File: config.mk
export PLATFORM = sky130hd
export DESIGN_NAME = mob_unit
export DESIGN_NICKNAME = d
export VERILOG_FILES = /design/src/pkg/mob_pkg.sv /design/src/hdl/mob_unit.sv
export VERILOG_INCLUDE_DIRS = /design/src /design/src/pkg
export SDC_FILE = /design/constraint.sdc
export NUM_CORES = 1
export LEC_CHECK = 0
export BUFFER_PORTS_ARGS = -buffer_cell sky130_fd_sc_hd__buf_2
export CAP_MARGIN = 20
export CORE_MARGIN = 4
export CORE_UTILIZATION = 44
export CTS_BUF_LIST = sky130_fd_sc_hd__clkbuf_4 sky130_fd_sc_hd__clkbuf_8 sky130_fd_sc_hd__clkbuf_16
export DETAILED_ROUTE_END_ITERATION = 16
export GPL_ROUTABILITY_DRIVEN = 0
export PLACE_DENSITY = 0.76
export SLEW_MARGIN = 20
export SYNTH_ARGS = -nofsm -noshare
export SYNTH_HDL_FRONTEND = slang
export SYNTH_SLANG_ARGS = --single-unit
export TNS_END_PERCENT = 1
File: constraint.sdc
create_clock -name CLOCK_I -period 1.6 [get_ports CLOCK_I]
set_input_delay 0 -clock CLOCK_I [delete_from_list [all_inputs] [get_ports CLOCK_I]]
set_output_delay 0 -clock CLOCK_I [all_outputs]
set_load 0.05 [all_outputs]
File: src/pkg/mob_defs.svh
/*
  Constants of the memory ordering and barrier unit: register offsets,
  field positions, reset values and encodings.
  Assumes it is included by its bare name from the package and the design.
*/
// How it works
// [RQ1] Reservation covers one aligned 32-byte region
// [RQ2] Write-through page or locked cache raises DSI
// [RQ3] Unaligned reserve or conditional raises alignment exception
// [RQ4] Conditional store valid with record bit; else undefined
// [RQ5] Conditional store needs matching reservation, then clears
// [RQ6] Full barrier holds later instructions past exception point
// [RQ7] Full barrier waits for earlier load/store/bus work
// [RQ8] Touch prefetches need only finish translation
// [RQ9] Full barrier completes after successful bus broadcast
// [RQ10] External caches finish queued references before acknowledging
// [RQ11] Barrier or reserve with record bit: undefined field
// [RQ12] I/O barrier waits for earlier uncached/write-through accesses
// [RQ13] I/O barrier skips caches, broadcast on external bus
// [RQ14] No store merging across queued I/O barrier
// [RQ15] Refetch barrier waits, flushes, refetches next instruction
// [RQ16] Refetch barrier waits for earlier exception point
// [RQ17] Refetch barrier does not wait for store drain
// [RQ18] Later fetches see all earlier effects
`ifndef MOB_DEFS_SVH
`define MOB_DEFS_SVH

// Register byte offsets
`define MOB_REG_CTRL      5'h00
`define MOB_REG_STATUS    5'h04
`define MOB_REG_IRQ_EN    5'h08
`define MOB_REG_IRQ_CLR   5'h0c
`define MOB_REG_RESV      5'h10

// Control register fields
`define MOB_CTRL_GATHER   0
`define MOB_CTRL_LOCK     1
`define MOB_CTRL_RESET    2'h0

// Status, enable and clear layout
`define MOB_EV_ALIGN      0
`define MOB_EV_DSI        1
`define MOB_EV_SC_FAIL    2
`define MOB_EV_FULL_DONE  3
`define MOB_EV_IO_DONE    4
`define MOB_EV_INVALID    5
`define MOB_EV_WIDTH      6
`define MOB_EV_RESET      6'h00

// Reservation register: region in 31:5, valid flag in bit 0
`define MOB_RESV_LSB      5
`define MOB_RESV_VALID    0

// Condition field encodings (lt, gt, eq, so)
`define MOB_CR0_UNDEF     4'h0
`define MOB_CR0_EQ        1

// Word alignment check
`define MOB_WORD_OFS      2'h0

`endif

File: src/pkg/mob_pkg.sv
/*
  Types of the memory ordering and barrier unit.
  Assumes mob_defs.svh supplies the numeric constants.
*/
`include "mob_defs.svh"

package mob_pkg;

  // Operations issued by the pipeline
  typedef enum logic [2:0] {
    MOB_OP_NONE      = 3'h0,
    MOB_OP_LOAD_RSV  = 3'h1,
    MOB_OP_STORE_CND = 3'h2,
    MOB_OP_FULL_BAR  = 3'h3,
    MOB_OP_IO_BAR    = 3'h4,
    MOB_OP_REFETCH   = 3'h5
  } mob_op_type;

  // Barrier sequencer states
  typedef enum logic [1:0] {
    MOB_ST_IDLE   = 2'h0,
    MOB_ST_DRAIN  = 2'h1,
    MOB_ST_BCAST  = 2'h2,
    MOB_ST_FINISH = 2'h3
  } mob_state_type;

  // Kind of barrier transaction on the system bus
  typedef enum logic {
    MOB_BUS_FULL = 1'b0,
    MOB_BUS_IO   = 1'b1
  } mob_bus_type;

endpackage : mob_pkg

File: src/hdl/mob_unit.sv
/*
  Memory ordering and barrier unit: reservation tracking for
  load-reserve and store-conditional, full barrier with bus broadcast,
  I/O ordering barrier, refetch barrier, and an Avalon-MM register slave.
  Assumes the pipeline, load/store unit and system bus share CLOCK_I.
*/
`timescale 1ns/1ps
`include "mob_defs.svh"

module mob_unit
  import mob_pkg::*;
(
  input  wire logic        CLOCK_I,
  input  wire logic        RESETN_I,
  // Issue from the pipeline
  input  wire logic        ISSUE_VALID_I,
  input  wire logic [2:0]  ISSUE_OP_I,
  input  wire logic [31:0] ISSUE_EA_I,
  input  wire logic        ISSUE_RC_I,
  input  wire logic        ISSUE_WT_I,
  input  wire logic        XER_SO_I,
  output logic             ISSUE_READY_O,
  // Pipeline and load/store unit progress
  input  wire logic        PRIOR_EXC_CLEAR_I,
  input  wire logic        PRIOR_DONE_I,
  input  wire logic        LSU_IDLE_I,
  input  wire logic        TOUCH_XLAT_DONE_I,
  input  wire logic        IO_IDLE_I,
  input  wire logic        SQ_IO_BAR_I,
  input  wire logic        SNOOP_VALID_I,
  input  wire logic [31:0] SNOOP_ADDR_I,
  // Results
  output logic             HOLD_O,
  output logic             DONE_O,
  output logic             STORE_EN_O,
  output logic             CR0_WE_O,
  output logic [3:0]       CR0_O,
  output logic             DSI_EXC_O,
  output logic             ALIGN_EXC_O,
  output logic             FLUSH_O,
  output logic             GATHER_MERGE_O,
  // System bus barrier broadcast
  output logic             BUS_REQ_O,
  output logic             BUS_KIND_O,
  input  wire logic        BUS_ACK_I,
  input  wire logic        BUS_RETRY_I,
  // Register slave
  input  wire logic [4:0]  AVS_ADDRESS_I,
  input  wire logic        AVS_READ_I,
  input  wire logic        AVS_WRITE_I,
  input  wire logic [31:0] AVS_WRITEDATA_I,
  input  wire logic [3:0]  AVS_BYTEENABLE_I,
  output logic             AVS_WAITREQUEST_O,
  output logic [31:0]      AVS_READDATA_O,
  output logic             IRQ_O
);

  mob_state_type             state;
  mob_state_type             next_state;
  mob_op_type                cur_op;
  logic                      resv_valid;
  logic [26:0]               resv_blk;
  logic                      ctrl_gather;
  logic                      ctrl_lock;
  logic [`MOB_EV_WIDTH-1:0]  status;
  logic [`MOB_EV_WIDTH-1:0]  irq_en;

  // Issue decode
  wire        accept      = ISSUE_VALID_I & ISSUE_READY_O;
  wire        op_lr       = ISSUE_OP_I == MOB_OP_LOAD_RSV;
  wire        op_sc       = ISSUE_OP_I == MOB_OP_STORE_CND;
  wire        op_atomic   = op_lr | op_sc;
  wire        op_barrier  = (ISSUE_OP_I == MOB_OP_FULL_BAR) |
                            (ISSUE_OP_I == MOB_OP_IO_BAR) |
                            (ISSUE_OP_I == MOB_OP_REFETCH);
  wire [26:0] issue_blk   = ISSUE_EA_I[31:`MOB_RESV_LSB];       // see [RQ1]
  wire        misaligned  = ISSUE_EA_I[1:0] != `MOB_WORD_OFS;

  // Alignment takes priority; no access is made when either fires
  wire        align_fault = accept & op_atomic & misaligned;    // see [RQ3]
  wire        dsi_fault   = accept & op_atomic & ~misaligned &
                            (ISSUE_WT_I | ctrl_lock);          // see [RQ2]
  wire        atom_ok     = accept & op_atomic & ~misaligned &
                            ~ISSUE_WT_I & ~ctrl_lock;
  wire        lr_take     = atom_ok & op_lr;
  wire        sc_take     = atom_ok & op_sc;
  wire        sc_hit      = sc_take & resv_valid &
                            (resv_blk == issue_blk);            // see [RQ5]

  // Forms with the record bit that are invalid: reserve and full barrier
  wire        bad_form    = accept & ISSUE_RC_I &
                            (op_lr | (ISSUE_OP_I == MOB_OP_FULL_BAR)); // see [RQ11]

  // Another agent writing the reserved region kills the reservation
  wire        snoop_kill  = SNOOP_VALID_I & resv_valid &
                            (SNOOP_ADDR_I[31:`MOB_RESV_LSB] == resv_blk);

  // Condition field: eq reports success, so copies the summary overflow.
  // Without the record bit the value is left undefined; zero is written.
  wire [3:0]  sc_cr0      = ISSUE_RC_I ?
                            {1'b0, 1'b0, sc_hit, XER_SO_I} :
                            `MOB_CR0_UNDEF;                    // see [RQ4]
  wire        cr0_write   = sc_take | bad_form;
  wire [3:0]  next_cr0    = sc_take ? sc_cr0 : `MOB_CR0_UNDEF;

  // Drain conditions per barrier kind.
  // Touch prefetches count only through translation, so their bus fills
  // may still be in flight when the full barrier ends.
  wire        full_ready  = PRIOR_EXC_CLEAR_I & LSU_IDLE_I &
                            TOUCH_XLAT_DONE_I;         // see [RQ6] see [RQ7] see [RQ8]
  wire        io_ready    = IO_IDLE_I;                          // see [RQ12]
  // Store queue is deliberately not consulted for the refetch barrier
  wire        ref_ready   = PRIOR_EXC_CLEAR_I &
                            PRIOR_DONE_I;              // see [RQ15] see [RQ16] see [RQ17]
  wire        drain_ok    = (cur_op == MOB_OP_FULL_BAR) ? full_ready :
                            (cur_op == MOB_OP_IO_BAR)   ? io_ready   :
                            ref_ready;
  wire        needs_bus   = cur_op != MOB_OP_REFETCH;

  // Barrier sequencer
  always_comb begin
    next_state = state;
    unique case (state)
      MOB_ST_IDLE: begin
        if (accept & op_barrier) begin
          next_state = MOB_ST_DRAIN;
        end
      end
      MOB_ST_DRAIN: begin
        if (drain_ok) begin
          next_state = needs_bus ? MOB_ST_BCAST : MOB_ST_FINISH;
        end
      end
      MOB_ST_BCAST: begin
        // A retried broadcast goes back and is sent again
        if (BUS_RETRY_I) begin
          next_state = MOB_ST_DRAIN;
        end else if (BUS_ACK_I) begin
          next_state = MOB_ST_FINISH;                           // see [RQ9]
        end
      end
      MOB_ST_FINISH: begin
        next_state = MOB_ST_IDLE;
      end
    endcase
  end

  // Pulses and levels derived from the sequencer
  wire        finishing   = state == MOB_ST_FINISH;
  wire        next_bus    = next_state == MOB_ST_BCAST;         // see [RQ13]
  wire        next_hold   = next_state != MOB_ST_IDLE;          // see [RQ6] see [RQ12]
  wire        next_flush  = finishing & (cur_op == MOB_OP_REFETCH); // see [RQ15] see [RQ18]
  wire        next_done   = finishing | lr_take | sc_take |
                            align_fault | dsi_fault;

  // Merging stays off while an I/O barrier sits in the store queue
  wire        next_merge  = ctrl_gather & ~SQ_IO_BAR_I;         // see [RQ14]

  // Event vector feeding the sticky status bits
  logic [`MOB_EV_WIDTH-1:0] events;
  assign events[`MOB_EV_ALIGN]     = align_fault;
  assign events[`MOB_EV_DSI]       = dsi_fault;
  assign events[`MOB_EV_SC_FAIL]   = sc_take & ~sc_hit;
  assign events[`MOB_EV_FULL_DONE] = finishing & (cur_op == MOB_OP_FULL_BAR);
  assign events[`MOB_EV_IO_DONE]   = finishing & (cur_op == MOB_OP_IO_BAR);
  assign events[`MOB_EV_INVALID]   = bad_form;

  // Register slave decode; one wait cycle then one answer cycle
  wire        bus_req     = AVS_READ_I | AVS_WRITE_I;
  wire        wr_go       = AVS_WRITE_I & ~AVS_WAITREQUEST_O;
  wire [31:0] be_mask     = {{8{AVS_BYTEENABLE_I[3]}}, {8{AVS_BYTEENABLE_I[2]}},
                             {8{AVS_BYTEENABLE_I[1]}}, {8{AVS_BYTEENABLE_I[0]}}};
  wire [31:0] wdata       = AVS_WRITEDATA_I & be_mask;
  wire        wr_ctrl     = wr_go & (AVS_ADDRESS_I == `MOB_REG_CTRL);
  wire        wr_en       = wr_go & (AVS_ADDRESS_I == `MOB_REG_IRQ_EN);
  wire        wr_clr      = wr_go & (AVS_ADDRESS_I == `MOB_REG_IRQ_CLR);

  // Byte enables also mask what is kept, not only what is written
  wire [1:0]  ctrl_now    = {ctrl_lock, ctrl_gather};
  wire [1:0]  next_ctrl   = (ctrl_now & ~be_mask[1:0]) | wdata[1:0];
  wire [`MOB_EV_WIDTH-1:0] next_en =
                            (irq_en & ~be_mask[`MOB_EV_WIDTH-1:0]) |
                            wdata[`MOB_EV_WIDTH-1:0];

  // A clear meets a new event: the event wins
  wire [`MOB_EV_WIDTH-1:0] clr_bits =
                            wr_clr ? wdata[`MOB_EV_WIDTH-1:0] : `MOB_EV_RESET;
  wire [`MOB_EV_WIDTH-1:0] next_status = (status & ~clr_bits) | events;

  // Read selection; unmapped and write-only offsets read zero
  wire [31:0] rd_status   = {{(32-`MOB_EV_WIDTH){1'b0}}, status};
  wire [31:0] rd_en       = {{(32-`MOB_EV_WIDTH){1'b0}}, irq_en};
  wire [31:0] rd_ctrl     = {30'h0, ctrl_lock, ctrl_gather};
  wire [31:0] rd_resv     = {resv_blk, 4'h0, resv_valid};
  wire [31:0] next_rdata  =
    (AVS_ADDRESS_I == `MOB_REG_CTRL)   ? rd_ctrl   :
    (AVS_ADDRESS_I == `MOB_REG_STATUS) ? rd_status :
    (AVS_ADDRESS_I == `MOB_REG_IRQ_EN) ? rd_en     :
    (AVS_ADDRESS_I == `MOB_REG_RESV)   ? rd_resv   : 32'h0;

  wire        next_irq    = |(next_status & (wr_en ? next_en : irq_en));

  // Sequencer, operation, pipeline-facing and bus broadcast outputs
  always_ff @(posedge CLOCK_I) begin
    if (!RESETN_I) begin
      state          <= MOB_ST_IDLE;
      cur_op         <= MOB_OP_NONE;
      ISSUE_READY_O  <= 1'b0;
      HOLD_O         <= 1'b0;
      DONE_O         <= 1'b0;
      FLUSH_O        <= 1'b0;
      BUS_REQ_O      <= 1'b0;
      BUS_KIND_O     <= MOB_BUS_FULL;
    end else begin
      state          <= next_state;
      if (accept & op_barrier) begin
        cur_op       <= mob_op_type'(ISSUE_OP_I);
      end
      ISSUE_READY_O  <= ~next_hold;
      HOLD_O         <= next_hold;
      DONE_O         <= next_done;
      FLUSH_O        <= next_flush;
      BUS_REQ_O      <= next_bus;
      BUS_KIND_O     <= (cur_op == MOB_OP_IO_BAR) ? MOB_BUS_IO : MOB_BUS_FULL;
    end
  end

  // Reservation and atomic results
  always_ff @(posedge CLOCK_I) begin
    if (!RESETN_I) begin
      resv_valid     <= 1'b0;
      resv_blk       <= 27'h0;
      STORE_EN_O     <= 1'b0;
      CR0_WE_O       <= 1'b0;
      CR0_O          <= `MOB_CR0_UNDEF;
      DSI_EXC_O      <= 1'b0;
      ALIGN_EXC_O    <= 1'b0;
    end else begin
      if (lr_take) begin
        resv_valid   <= 1'b1;                                   // see [RQ1]
        resv_blk     <= issue_blk;
      end else if (sc_take | snoop_kill) begin
        resv_valid   <= 1'b0;                                   // see [RQ5]
      end
      STORE_EN_O     <= sc_hit;                                 // see [RQ5]
      CR0_WE_O       <= cr0_write;
      CR0_O          <= next_cr0;
      DSI_EXC_O      <= dsi_fault;
      ALIGN_EXC_O    <= align_fault;
    end
  end

  // Software registers, interrupt and store gathering control
  always_ff @(posedge CLOCK_I) begin
    if (!RESETN_I) begin
      {ctrl_lock, ctrl_gather} <= `MOB_CTRL_RESET;
      irq_en         <= `MOB_EV_RESET;
      status         <= `MOB_EV_RESET;
      IRQ_O          <= 1'b0;
      GATHER_MERGE_O <= 1'b0;
    end else begin
      if (wr_ctrl) begin
        {ctrl_lock, ctrl_gather} <= next_ctrl;
      end
      if (wr_en) begin
        irq_en       <= next_en;
      end
      status         <= next_status;
      IRQ_O          <= next_irq;
      GATHER_MERGE_O <= next_merge;
    end
  end

  // Avalon handshake: waitrequest drops for exactly one cycle per access
  always_ff @(posedge CLOCK_I) begin
    if (!RESETN_I) begin
      AVS_WAITREQUEST_O <= 1'b1;
      AVS_READDATA_O    <= 32'h0;
    end else begin
      AVS_WAITREQUEST_O <= ~(bus_req & AVS_WAITREQUEST_O);
      if (AVS_READ_I & AVS_WAITREQUEST_O) begin
        AVS_READDATA_O  <= next_rdata;
      end
    end
  end

endmodule : mob_unit

# --- Yosys cells after proc, flatten, opt, wreduce, memory -nomap -nowiden ---
# Index checks and enable logic that the tools add are counted.
op_classes:
  n_eq_ne: 19
  n_mux: 17
  n_bitwise: 61
  n_reduce_logical: 8
ops:
  columns: ["op", "count"]
  rows:
  - ["$mux W32", 4]
  - ["$eq A27 B27 Y1", 2]
  - ["$and A1 B1 Y1", 30]
  - ["$and A6 B6 Y6", 4]
  - ["$eq A3 B3 Y1 const B", 4]
  - ["$mux W6", 2]
  - ["$not A6 Y6", 2]
  - ["$or A1 B1 Y1", 12]
  - ["$or A6 B6 Y6", 2]
  - ["$eq A5 B4 Y1 const B", 2]
  - ["$eq A3 B2 Y1 const B", 3]
  - ["$mux W2", 4]
  - ["$not A1 Y1", 8]
  - ["$pmux W2 S4", 1]
  - ["$eq A2 B2 Y1 const B", 3]
  - ["$mux W1", 6]
  - ["$reduce_bool A2 Y1", 3]
  - ["$reduce_or A6 Y1", 1]
  - ["$eq A5 B3 Y1 const B", 1]
  - ["$eq A5 B5 Y1 const B", 1]
  - ["$logic_not A5 Y1", 1]
  - ["$eq A3 B1 Y1 const B", 1]
  - ["$ne A3 B3 Y1 const B", 1]
  - ["$reduce_and A3 Y1", 1]
  - ["other kinds (6)", 6]
totals:
  ff_bits: 96
  inputBits: 125
  output_inout_bits: 49

# --- Depth between registers and ports, before layout ---
depth:
  depth_word: 14
  ltp_mapped: 8
  depth_no_buf: 5

# --- Worst setup path before layout ---
# Ideal clock, no wire load.
synth_timing:
  path_kind: "register to register"
  startpoint: "register AVS_WAITREQUEST_O"
  endpoint: "register IRQ_O"
  setup_time_ns: 0.134
  arrival_ns: 1.893
  path_slack_ns: -0.427
  path_stages_with_launch: 6
  n_path_buf: 0
  path_cell_list: "dfxtp_1 -> nand4b_1 -> nor2_1 -> mux2_2 -> a2111oi_4 -> o211ai_1"
synth_between:
  elab_chain_cells: 9
  word_cells_on_any_way: 11
  cone_classes: "2 x mux; 8 x bitwise; 1 x reduce/logical"
synth_lines:
  columns: ["element", "line", "text"]
  rows:
  - ["start: declaration", "mob_unit.sv:53", "output logic AVS_WAITREQUEST_O,"]
  - ["start signal: assignment", "mob_unit.sv:280", "AVS_WAITREQUEST_O <= ~(bus_req & AVS_WAITREQUEST_O);"]
  - ["$not A1 Y1 (*)", "mob_unit.sv:170", "wire wr_go = AVS_WRITE_I & ~AVS_WAITREQUEST_O;"]
  - ["$and A1 B1 Y1 (*)", "mob_unit.sv:170", null]
  - ["$and A1 B1 Y1", "mob_unit.sv:176", "wire wr_clr = wr_go & (AVS_ADDRESS_I == `MOB_REG_IRQ_CLR);"]
  - ["$mux W6 (no line)", null, null]
  - ["$not A6 Y6", "mob_unit.sv:188", "wire [`MOB_EV_WIDTH-1:0] next_status = (status & ~clr_bits) | events;"]
  - ["$and A6 B6 Y6", "mob_unit.sv:188", null]
  - ["$or A6 B6 Y6", "mob_unit.sv:188", null]
  - ["$and A6 B6 Y6 (*)", "mob_unit.sv:201", "wire next_irq = |(next_status & (wr_en ? next_en : irq_en));"]
  - ["$reduce_or A6 Y1 (*)", "mob_unit.sv:201", null]
  - ["end signal: assignment", "mob_unit.sv:269", "IRQ_O <= next_irq;"]
  - ["end: declaration", "mob_unit.sv:55", "output logic IRQ_O"]
# Every way passes the cells marked *; elsewhere a longest branch is shown, timed or not.
# A chain may end at the register's enable or synchronous reset.

# --- Worst setup path after layout ---
layout_timing:
  startpoint: "register resv_blk[23]"
  endpoint: "register IRQ_O"
layout_between:
  elab_chain_cells: 7
layout_lines:
  columns: ["element", "line", "text"]
  rows:
  - ["start: declaration", "mob_unit.sv:62", "logic [26:0] resv_blk;"]
  - ["start signal: assignment", "mob_unit.sv:241", "resv_blk <= issue_blk;"]
  - ["$eq A27 B27 Y1", "mob_unit.sv:88", "(resv_blk == issue_blk);"]
  - ["$and A1 B1 Y1", "mob_unit.sv:87", "wire sc_hit = sc_take & resv_valid &"]
  - ["$not A1 Y1", "mob_unit.sv:163", "assign events[`MOB_EV_SC_FAIL] = sc_take & ~sc_hit;"]
  - ["$and A1 B1 Y1", "mob_unit.sv:163", null]
  - ["$or A6 B6 Y6", "mob_unit.sv:188", null]
  - ["$and A6 B6 Y6", "mob_unit.sv:201", null]
  - ["$reduce_or A6 Y1", "mob_unit.sv:201", null]
# No other way between the ends.

==> flow_summary.toml <==
[drt]
drt-total-wl_um = 15790
wl_per_cell_um = 17.16
post_drt_via_cell_ratio = 5.598
drc = 0
firstDrtPassIters = 6
drtIter0Drc = 666
ant_nets = 0
via_count = 5150

[layout]
drive_gt1_share_pct = 35.58
fin_util_pct = 67.39
nets = 907
stdcell_area_um2 = 6648
antennaDiodeCount = 0
syn2layout_area_growth_pct = 47.71

[min_path]
min_from = "ISSUE_OP_I[1]"
hp-class = "in2reg"

[cts]
path_clk_slew_ns = 0.09
clock_latency_ns = 0.37
cts_buffers = 9
cts-root-buf = "clkbuf_8"
cts_tree = "yes"
h-tree-depth = 3
clock_sinks = 94
cts_buffer_depth = 2

[sta]
rsz0062_at_grt = "true"
finalSetupViolations = 8
timing.final.ws_setup_ns = -0.1154
post-route-min-period_ns = 1.715
fmax_mhz = 582.9
fin_skew_ns = 0.01310
final_max_slew_viol_count = 0
period_share_pct = 107.2
hold_violations = 0
fin_setup_tns_ns = -0.2483

[critical_path]
worstSetupPathType = "reg2reg"
required_ns = 1.83
crit_start = "resv_blk[23]"
crit_end = "IRQ_O"
start_kind = "flop"
crit_fanout = 2
worstReg2RegStart = "resv_blk[23]"
r2r-end = "IRQ_O"
cp_data_arrival_time_ns = 1.95
r2r_cells = 5
rrSetupSlack_ns = -0.12
crit_path_end_kind = "flop"

[synthesis]
yosysWarnings = 0
synthArstFlopShare_pct = 0
seq_area_frac_synth_pct = 41.81
ys_types = 60
syn_area_per_cell_um2 = 8.109
ys_ff_latch = 94
synthFlopType = "dfxtp_1"
syn-cell-area_um2 = 4501
synth_edf_count = 0
syn_inst = 555

[placed_design]
io_buffers = 134
place_hpwl_um = 10780
placedInstanceArea_um2 = 5788
pre_cts_ws_ns = -0.1818

[power_and_ir_drop]
p_per_area_nw_per_um2 = 713.0
power_frac_clock_pct = 34.1
p_seq_share_pct = 50.2
p_int_mw = 3.478
vdd_drop_max_mv = 0.5217
p_sw_mw = 1.262
p_total_mw = 4.740
comb_power_share_pct = 15.7
swShare_pct = 26.63
leakage_nw = 2.630

[global_route]
grt_overflow = 0
antenna_found_initial = 0
grt_max_degree = 54
grt_pass1_wl_um = 24340
grt_pass1_vias = 5000
gr-usage-all-layers_pct = 26.09

[status]
outcome = "complete, but fails checks"
violations = "negative setup slack"

[floorplan]
core_area_um2 = 9864
row_count = 36
ios = 174
die_w_um = 109.1
die_h_um = 109.1
start_util_pct = 45.62
die_area_um2 = 11910

[flow_run]
max_cap_viol_count = 0
-- power by group through the flow --
stage	Sequential, mW	Combinational, mW	Clock (mW)
3_5_place_dp	2.43	0.611	0
5_1_grt	2.38	0.791	1.74
3_3_place_gp	2.43	0.600	0
4_1_cts	2.38	0.713	1.64
6_report	2.38	0.744	1.62
2_1_floorplan	2.50	0.264	0
-- sequential cells by signal (all words and copies together), names as in the netlist, 2 cells and up, named ones only --
signal,count
CR0_O,2
AVS_READDATA_O,32
state,2
status,6
irq_en,6
resv_blk,27
cur_op,3
-- Yosys cell counts (5+ instances only) --
cell type | instances | area [um2]
nand2_1 | 98 | 367.9
dfxtp_1 | 94 | 1882
a21oi_1 | 69 | 345.3
xnor2_1 | 54 | 473.0
nand3_1 | 42 | 210.2
nor2_1 | 31 | 116.4
clkbuf_1 | 23 | 86.33
nand4_1 | 20 | 125.1
o21ai_0 | 10 | 50.05
nor3_1 | 8 | 40.04
o21ai_1 | 8 | 40.04
buf_2 | 7 | 35.03
inv_1 | 7 | 26.28
and2_1 | 6 | 37.54
a31oi_1 | 5 | 31.28
o211ai_1 | 5 | 37.54
-- critical path, cell delays in order, from the launching register on --
cell and delay (ns):
dfxtp_1 0.33, xnor2_1 0.31, nand4_1 0.17, or4_4 0.44, o211ai_1 0.22, o211ai_1 0.11
-- worst min path at each step --
| stage | endpoint | slack [ns] | cells past startpoint |
|---|---|---|---|
| 6_report | ALIGN_EXC_O | 0.04 | 4 |
| 5_1_grt | ALIGN_EXC_O | 0.07 | 4 |
| 3_5_place_dp | GATHER_MERGE_O | 0.17 | 2 |
| 4_1_cts | ALIGN_EXC_O | 0.02 | 4 |
| 3_3_place_gp | GATHER_MERGE_O | 0.16 | 2 |
| 2_1_floorplan | GATHER_MERGE_O | 0.08 | 1 |
-- through the flow --
| step | hold slack (ns) | std cells |
|---|---|---|
| floorplan | 0.07615 | 556 |
| global placement | 0.1644 | 860 |
| detailed placement | 0.1745 | 860 |
| CTS | 0.02234 | 919 |
| global route | 0.06836 | 920 |
| finish | 0.03545 | 920 |
-- final cells by class --
| cell class | count | area [um2] |
|---|---|---|
| Fill cell | 756 | 3217 |
| Inverter | 8 | 30.03 |
| Multi-Input combinational cell | 419 | 2654 |
| Timing Repair Buffer | 250 | 1698 |
| Clock buffer | 11 | 145.1 |
| Sequential cell | 94 | 1897 |
| Clock inverter | 5 | 57.56 |
| Tap cell | 133 | 166.4 |
-- logic make-up after synthesis --
| logic type | share of synthesized area, % |
|---|---|
| compound gates | 17.29 |
| flops | 41.81 |
| simple gates | 25.13 |
| other cells | 0.08332 |
| buf+inv | 4.114 |
| xor+xnor | 10.87 |
| mux | 0.6950 |
-- cell usage in the layout (no fill, tap or decap), types with 3 or more instances in the layout --
cell / instances
nand3_1: 42
dfxtp_2: 3
nor2_1: 30
and2_1: 6
xnor2_1: 39
nor2b_1: 3
buf_12: 4
buf_4: 70
dfxtp_4: 3
inv_1: 7
a21oi_1: 57
o21ai_1: 9
dfxtp_1: 88
buf_2: 134
dlygate4sd3_1: 41
a31oi_1: 4
nand4_1: 20
nor3_1: 8
o211ai_1: 5
a21oi_2: 12
a211oi_1: 4
o21ai_0: 8
nand2_1: 98
clkbuf_8: 10
xnor2_2: 14
-- per-layer routing --
metal  vias up  GRT usage, %  wire length, um
li1       2388             -                -
met1      2368         32.28             6176
met2       314         44.34             7568
met3        80         3.967             1314
met4         0         12.35              726
met5         -             0                0
-- what timing repair did --
action,4_1_cts,5_1_grt
setup endpoints to repair,5,35
buffers inserted,2,1
hold buffers,41,0
endpoints found under the hold margin,43,0
pin swaps,12,4
gates resized for setup,20,26
No activity file was read; power rests on OpenSTA's default activity.
